==> src/logic/dsh_params.svh <==
`ifndef DSH_PARAMS_SVH
`define DSH_PARAMS_SVH

`define DSH_OFF_DST_SGL 12'h380
`define DSH_OFF_SRC_LST 12'h388
`define DSH_OFF_DST_LST 12'h390
`define DSH_OFF_CFG 12'h398
`define DSH_ADDR_W 12
`define DSH_NUM_CH 3
`define DSH_REQ_LSB 0
`define DSH_WE_LSB 8
`define DSH_CFG_EN_BIT 0
`define DSH_RST_REQ 3'h0
`define DSH_RST_EN 1'h0

`endif

==> src/logic/dsh_pkg.sv <==
package dsh_pkg;
	typedef struct packed {
		logic [2:0] dest_single_req;
		logic [2:0] source_last_flag;
		logic [2:0] dest_last_flag;
		logic dma_enable;
	} dsh_ctrl_t;

	typedef enum logic [1:0] {
		DSH_SEL_DST_SGL,
		DSH_SEL_SRC_LST,
		DSH_SEL_DST_LST,
		DSH_SEL_CFG
	} dsh_sel_t;
endpackage

==> src/logic/dsh_regs.sv <==
// The implementer's own choice: register access over AHB-Lite.
`timescale 1ns/10ps
`include "dsh_params.svh"

module dsh_regs (
	input wire logic hclk,
	input wire logic hresetn,
	input wire logic hsel,
	input wire logic [31:0] haddr,
	input wire logic [1:0] htrans,
	input wire logic hwrite,
	input wire logic [2:0] hsize,
	input wire logic [31:0] hwdata,
	input wire logic hready,
	output logic [31:0] hrdata,
	output logic hreadyout,
	output logic hresp,
	output dsh_pkg::dsh_ctrl_t ctrl
);
	logic wr_pend_q;
	logic wr_hit_q;
	dsh_pkg::dsh_sel_t wr_sel_q;
	logic [2:0] dst_sgl_q;
	logic [2:0] src_lst_q;
	logic [2:0] dst_lst_q;
	logic dma_en_q;
	logic [2:0] dst_sgl_d;
	logic [2:0] src_lst_d;
	logic [2:0] dst_lst_d;
	logic dma_en_d;
	logic [31:0] rdata_q;
	logic [31:0] rdata_d;
	logic take;
	logic hit;
	dsh_pkg::dsh_sel_t sel;

	// Masked update: a channel changes only when its enable is set.
	function automatic logic [2:0] masked(input logic [2:0] old,
		input logic [31:0] wd);
		logic [2:0] we;
		logic [2:0] nv;
		we = wd[`DSH_WE_LSB +: `DSH_NUM_CH];
		nv = wd[`DSH_REQ_LSB +: `DSH_NUM_CH];
		masked = (old & ~we) | (nv & we);
	endfunction

	function automatic logic [31:0] req_word(input logic [2:0] v);
		req_word = {29'h0, v};
	endfunction

	assign take = hsel && hready && htrans[1];
	assign hreadyout = 1'b1;
	assign hresp = 1'b0;
	assign hrdata = rdata_q;

	always_comb begin
		hit = 1'b1;
		sel = dsh_pkg::DSH_SEL_CFG;
		unique case (haddr[`DSH_ADDR_W-1:0])
			`DSH_OFF_DST_SGL: sel = dsh_pkg::DSH_SEL_DST_SGL;
			`DSH_OFF_SRC_LST: sel = dsh_pkg::DSH_SEL_SRC_LST;
			`DSH_OFF_DST_LST: sel = dsh_pkg::DSH_SEL_DST_LST;
			`DSH_OFF_CFG: sel = dsh_pkg::DSH_SEL_CFG;
			default: hit = 1'b0;
		endcase
	end

	always_ff @(posedge hclk or negedge hresetn) begin
		if (!hresetn) begin
			wr_pend_q <= 1'b0;
			wr_hit_q <= 1'b0;
			wr_sel_q <= dsh_pkg::DSH_SEL_CFG;
		end else begin
			wr_pend_q <= take && hwrite;
			wr_hit_q <= take && hwrite && hit;
			wr_sel_q <= sel;
		end
	end

	// Read data is captured at the address phase; unmapped reads give zero.
	// A read right behind a write to the same register sees the old value.
	always_comb begin
		rdata_d = rdata_q;
		if (take && !hwrite && hit) begin
			unique case (sel)
				dsh_pkg::DSH_SEL_DST_SGL: rdata_d = req_word(dst_sgl_q);
				dsh_pkg::DSH_SEL_SRC_LST: rdata_d = req_word(src_lst_q);
				dsh_pkg::DSH_SEL_DST_LST: rdata_d = req_word(dst_lst_q);
				dsh_pkg::DSH_SEL_CFG: rdata_d = {31'h0, dma_en_q};
			endcase
		end else if (take) begin
			rdata_d = 32'h0;
		end
	end

	always_ff @(posedge hclk or negedge hresetn) begin
		if (!hresetn) begin
			rdata_q <= 32'h0;
		end else begin
			rdata_q <= rdata_d;
		end
	end

	always_comb begin
		dst_sgl_d = dst_sgl_q;
		if (wr_hit_q && wr_sel_q == dsh_pkg::DSH_SEL_DST_SGL) begin
			dst_sgl_d = masked(dst_sgl_q, hwdata);
		end
	end

	always_ff @(posedge hclk or negedge hresetn) begin
		if (!hresetn) begin
			dst_sgl_q <= `DSH_RST_REQ;
		end else begin
			dst_sgl_q <= dst_sgl_d;
		end
	end

	always_comb begin
		src_lst_d = src_lst_q;
		if (wr_hit_q && wr_sel_q == dsh_pkg::DSH_SEL_SRC_LST) begin
			src_lst_d = masked(src_lst_q, hwdata);
		end
	end

	always_ff @(posedge hclk or negedge hresetn) begin
		if (!hresetn) begin
			src_lst_q <= `DSH_RST_REQ;
		end else begin
			src_lst_q <= src_lst_d;
		end
	end

	always_comb begin
		dst_lst_d = dst_lst_q;
		if (wr_hit_q && wr_sel_q == dsh_pkg::DSH_SEL_DST_LST) begin
			dst_lst_d = masked(dst_lst_q, hwdata);
		end
	end

	always_ff @(posedge hclk or negedge hresetn) begin
		if (!hresetn) begin
			dst_lst_q <= `DSH_RST_REQ;
		end else begin
			dst_lst_q <= dst_lst_d;
		end
	end

	always_comb begin
		dma_en_d = dma_en_q;
		if (wr_hit_q && wr_sel_q == dsh_pkg::DSH_SEL_CFG) begin
			dma_en_d = hwdata[`DSH_CFG_EN_BIT];
		end
	end

	always_ff @(posedge hclk or negedge hresetn) begin
		if (!hresetn) begin
			dma_en_q <= `DSH_RST_EN;
		end else begin
			dma_en_q <= dma_en_d;
		end
	end

	// The write enables are strobes, not storage, so they read as zero.
	assign ctrl.dest_single_req = dst_sgl_q;
	assign ctrl.source_last_flag = src_lst_q;
	assign ctrl.dest_last_flag = dst_lst_q;
	assign ctrl.dma_enable = dma_en_q;

	logic unused_ok;
	assign unused_ok = wr_pend_q ^ (|hsize) ^ (|haddr[31:`DSH_ADDR_W]);
endmodule

==> config.mk <==
export PLATFORM = sky130hd
export DESIGN_NAME = dsh_regs
export DESIGN_NICKNAME = d
export VERILOG_FILES = /design/src/logic/dsh_pkg.sv /design/src/logic/dsh_regs.sv
export VERILOG_INCLUDE_DIRS = /design/src /design/src/logic
export SDC_FILE = /design/constraint.sdc
export NUM_CORES = 1
export LEC_CHECK = 0
export BUFFER_PORTS_ARGS = -buffer_cell sky130_fd_sc_hd__buf_2
export CAP_MARGIN = 20
export CELL_PAD_IN_SITES_DETAIL_PLACEMENT = 2
export CELL_PAD_IN_SITES_GLOBAL_PLACEMENT = 2
export CORE_UTILIZATION = 14
export CTS_CLUSTER_SIZE = 28
export DETAILED_ROUTE_END_ITERATION = 6
export GPL_TIMING_DRIVEN = 0
export MAX_ROUTING_LAYER = met4
export PLACE_DENSITY_LB_ADDON = 0.25
export SYNTH_ARGS = -nofsm -noshare
export SYNTH_HDL_FRONTEND = slang
export SYNTH_SLANG_ARGS = --single-unit
export TNS_END_PERCENT = 100
==> constraint.sdc <==
create_clock -name hclk -period 1.2 [get_ports hclk]
set_clock_uncertainty 0.05 [all_clocks]
set_input_delay 0.18 -clock hclk [delete_from_list [all_inputs] [get_ports hclk]]
set_output_delay 0.18 -clock hclk [all_outputs]
set_load 0.02 [all_outputs]
==> out/summary.txt <==
Fraction of synthesized area in multiplexers = 15.2%
Simple-gate area share of the yosys netlist = 15.8%
Setup-violating endpoint count in the final report = 9
Number of diodes = 0
Violations in the final reports = setup timing
Via count of the first global-routing pass = 914
Post-synth top area share = 34.3%
H-tree lvl count = 1
Met2 wire length = 1570 um
Leakage power summed over all cells = 0.858 nW
Starting Density = 14.8%
Number of placed I/O pins = 118
Crit share post-route = 112%
Sequential area share after synthesis = 39.4%
Number of hold violations in the final report = 0
Count of mapped cells out of synthesis = 94
Number of nets in the layout = 241
DR DRC count = 0
CTS Root Buffer Type = clkbuf_8
Routed length per placed instance = 10.8 um
Power density cells = 820 mW/mm2
Clock-pin slew on the worst setup and hold paths = 70 ps
Share of the synthesized netlist area taken by xor and xnor gates = 0%
Main combinational cell family by area after synthesis = buffers and inverters
Maximum frequency from static timing analysis = 0.741 GHz
Die width = 87.5 um
Remaining antenna violation count after routing = 0
Final period demand of the worst path = 1350 ps
Crit start category = register
Post-synthesis instance area = 0.00102 mm2
Total routing resource utilization after global routing = 7.99%
Post-synthesis adder-cell area fraction = 0%
Max Buffers Root-to-Sink = 2
Cell type with the largest total area after synthesis = dfrtp_1
Complex-gate fraction of the synthesized area = 4.28%
GRT Residual Overflow = 0
Routed wire length = 2840 um
MaxCap Viol Count = 0
Detailed Routing Iterations Pass 1 = 2
Pin count of the biggest net entering global routing = 17
Total clock buffers created by CTS = 3
Synthesized area per cell = 10.9 um2
Synthesis-stage register bit count = 16
Total routed wire length on the met1 layer = 1130 um
Antenna violations before repair = 0
First DRT Iteration DRCs = 11
DIE AREA = 0.00765 mm2
Total core area = 0.00691 mm2
Min-Delay Path Class = in2reg
Layout cells sized above 1 = 57.8%
Port Buf Inserts = 36
Setup repair after global routing missed its margin = yes
Sum of internal, switching and leakage power = 1.28 mW
Pre-CTS setup slack = -240 ps
Result of the run = finished with violations
Routability Congestion = 0.680
Cell types with the largest area share after synthesis = dfrtp_1, buf_4, mux2_2, dfstp_2, nand4b_1
Arrival time at the worst endpoint = 1430 ps
Cell variety after synth = 22
Half-perimeter wire length after placement = 2370 um
Chip height = 87.5 um
Peak ir drop on the vdd network = 296 uV
Wire length of the first global-routing pass = 4520 um
Detail Route met3 WL = 120 um
Number of placement rows = 30
TritonCTS clock tree = yes
Crit-path max FO = 4
Pins over their slew limit = 0
Via-to-Cell Ratio = 3.33
Flop2flop setup slack = -150 ps
Worst setup path class = reg2reg
Synth Warn # = 0
Area Growth Syn to Fin = 52.1%
Capturing element type of the critical path = register
Insertion delay of the later-clocked pin in the worst-skew pair = 250 ps
Final setup slack of the worst path = -149 ps
Required time worst endpoint = 1280 ps
Highest metal layer with signal wires = met4
Fill cell total of the finished layout = 831
Worst hold slack after final layout = 135 ps
Clock sink total = 16
Vias = 873
==> per-layer routing <==
layer,global-route usage [%],vias to the layer above
li1,-,408
met1,8.35,431
met2,15.2,32
met3,0.853,2
met4,3.13,0
met5,-,-
==> cells in the mapped netlist <==
library cell,n
mux2_2,10
mux4_2,1
dfrtp_1,14
nor3_1,2
nor4b_2,1
mux2i_1,2
nor4_2,1
nand4b_1,4
nand2_1,4
conb_1,2
nand3_1,4
buf_4,32
inv_1,2
a2bb2oi_1,2
and2b_1,1
nand4_2,1
nand3b_1,2
dfstp_2,2
or2_2,2
o41ai_1,3
clkbuf_1,1
nor2b_1,1
==> per-stage QoR <==
step	setup TNS [ps]	util (%)	cells	area (um2)
global placement	-1520	21.2	255	1460
CTS	-908	22.3	261	1540
global route	-1290	22.5	262	1560
floorplan	-513	-	123	1160
finish	-890	22.5	262	1560
detailed placement	-1810	21.2	255	1460
==> layout by cell type (no fill, tap or decap) <==
cell type      count
or2_2              2
nor4b_2            1
nor3_2             1
dfstp_2            2
buf_4             35
mux4_2             1
mux2_4             7
nand4b_1           4
and2b_1            1
mux2_2             3
dlygate4sd3_1      1
o41ai_1            2
nor2b_1            1
conb_1            31
o41ai_2            1
nand2_1            4
nand4_2            1
inv_1              2
nor3_1             1
dfrtp_1           13
clkbuf_8           4
nand3b_1           2
nand3_1            4
buf_2             36
dfrtp_2            1
mux2i_1            2
nor4_2             1
a2bb2oi_1          2
==> timing repair <==
item,in CTS,in global routing
endpoints found under the setup margin,9,11
resized for setup,3,1
setup buffers,2,1
pin swaps,1,0
hold endpoints to repair,14,0
hold buffers,1,0
==> kinds of logic (layout without fill, tap and decap cells) <==
group	after synthesis	count (layout)
simple gates	23	23
mux	13	13
buf+inv	35	78
compound gates	5	5
flops	16	16
other cells	2	31
==> critical path, cell delays in order, from the launching register on <==
cell      delay, ps
dfstp_2         540
and2b_1         230
nand3b_1        120
mux2_4          310
==> worst paths after layout <==
path,start,to,depth (start not counted)
worst max-delay path,wr_sel_q[0]$_DFF_PN1_,register,3
worst min-delay path,hwrite,hrdata[0]$_DFFE_PN0P_,2
worst max register to register,wr_sel_q[0]$_DFF_PN1_,register,3
worst min register to register,hrdata[0]$_DFFE_PN0P_,hrdata[0]$_DFFE_PN0P_,2
max in group asynchronous,hresetn,wr_sel_q[0]$_DFF_PN1_,2
min in group asynchronous,hresetn,async pin,2
==> final cells by class <==
class                           instances  area (um2)  share of cell area [%]
Clock buffer                            4        55.1                    3.54
Timing Repair Buffer                   40         213                    13.7
Multi-Input combinational cell         72         515                    33.1
Buffer                                 32         240                    15.4
Inverter                                2        7.51                   0.483
Tap cell                               96         120                    7.72
Sequential cell                        16         404                    26.0
==> report_power, final <==
part / internal (mW) / switching, mW / total (mW)
Clock: 0.291 / 0.184 / 0.474
Combinational: 0.110 / 0.148 / 0.259
Sequential: 0.541 / 0.00148 / 0.543
Total: 0.942 / 0.333 / 1.28
Power figures use the tool's default switching activity.
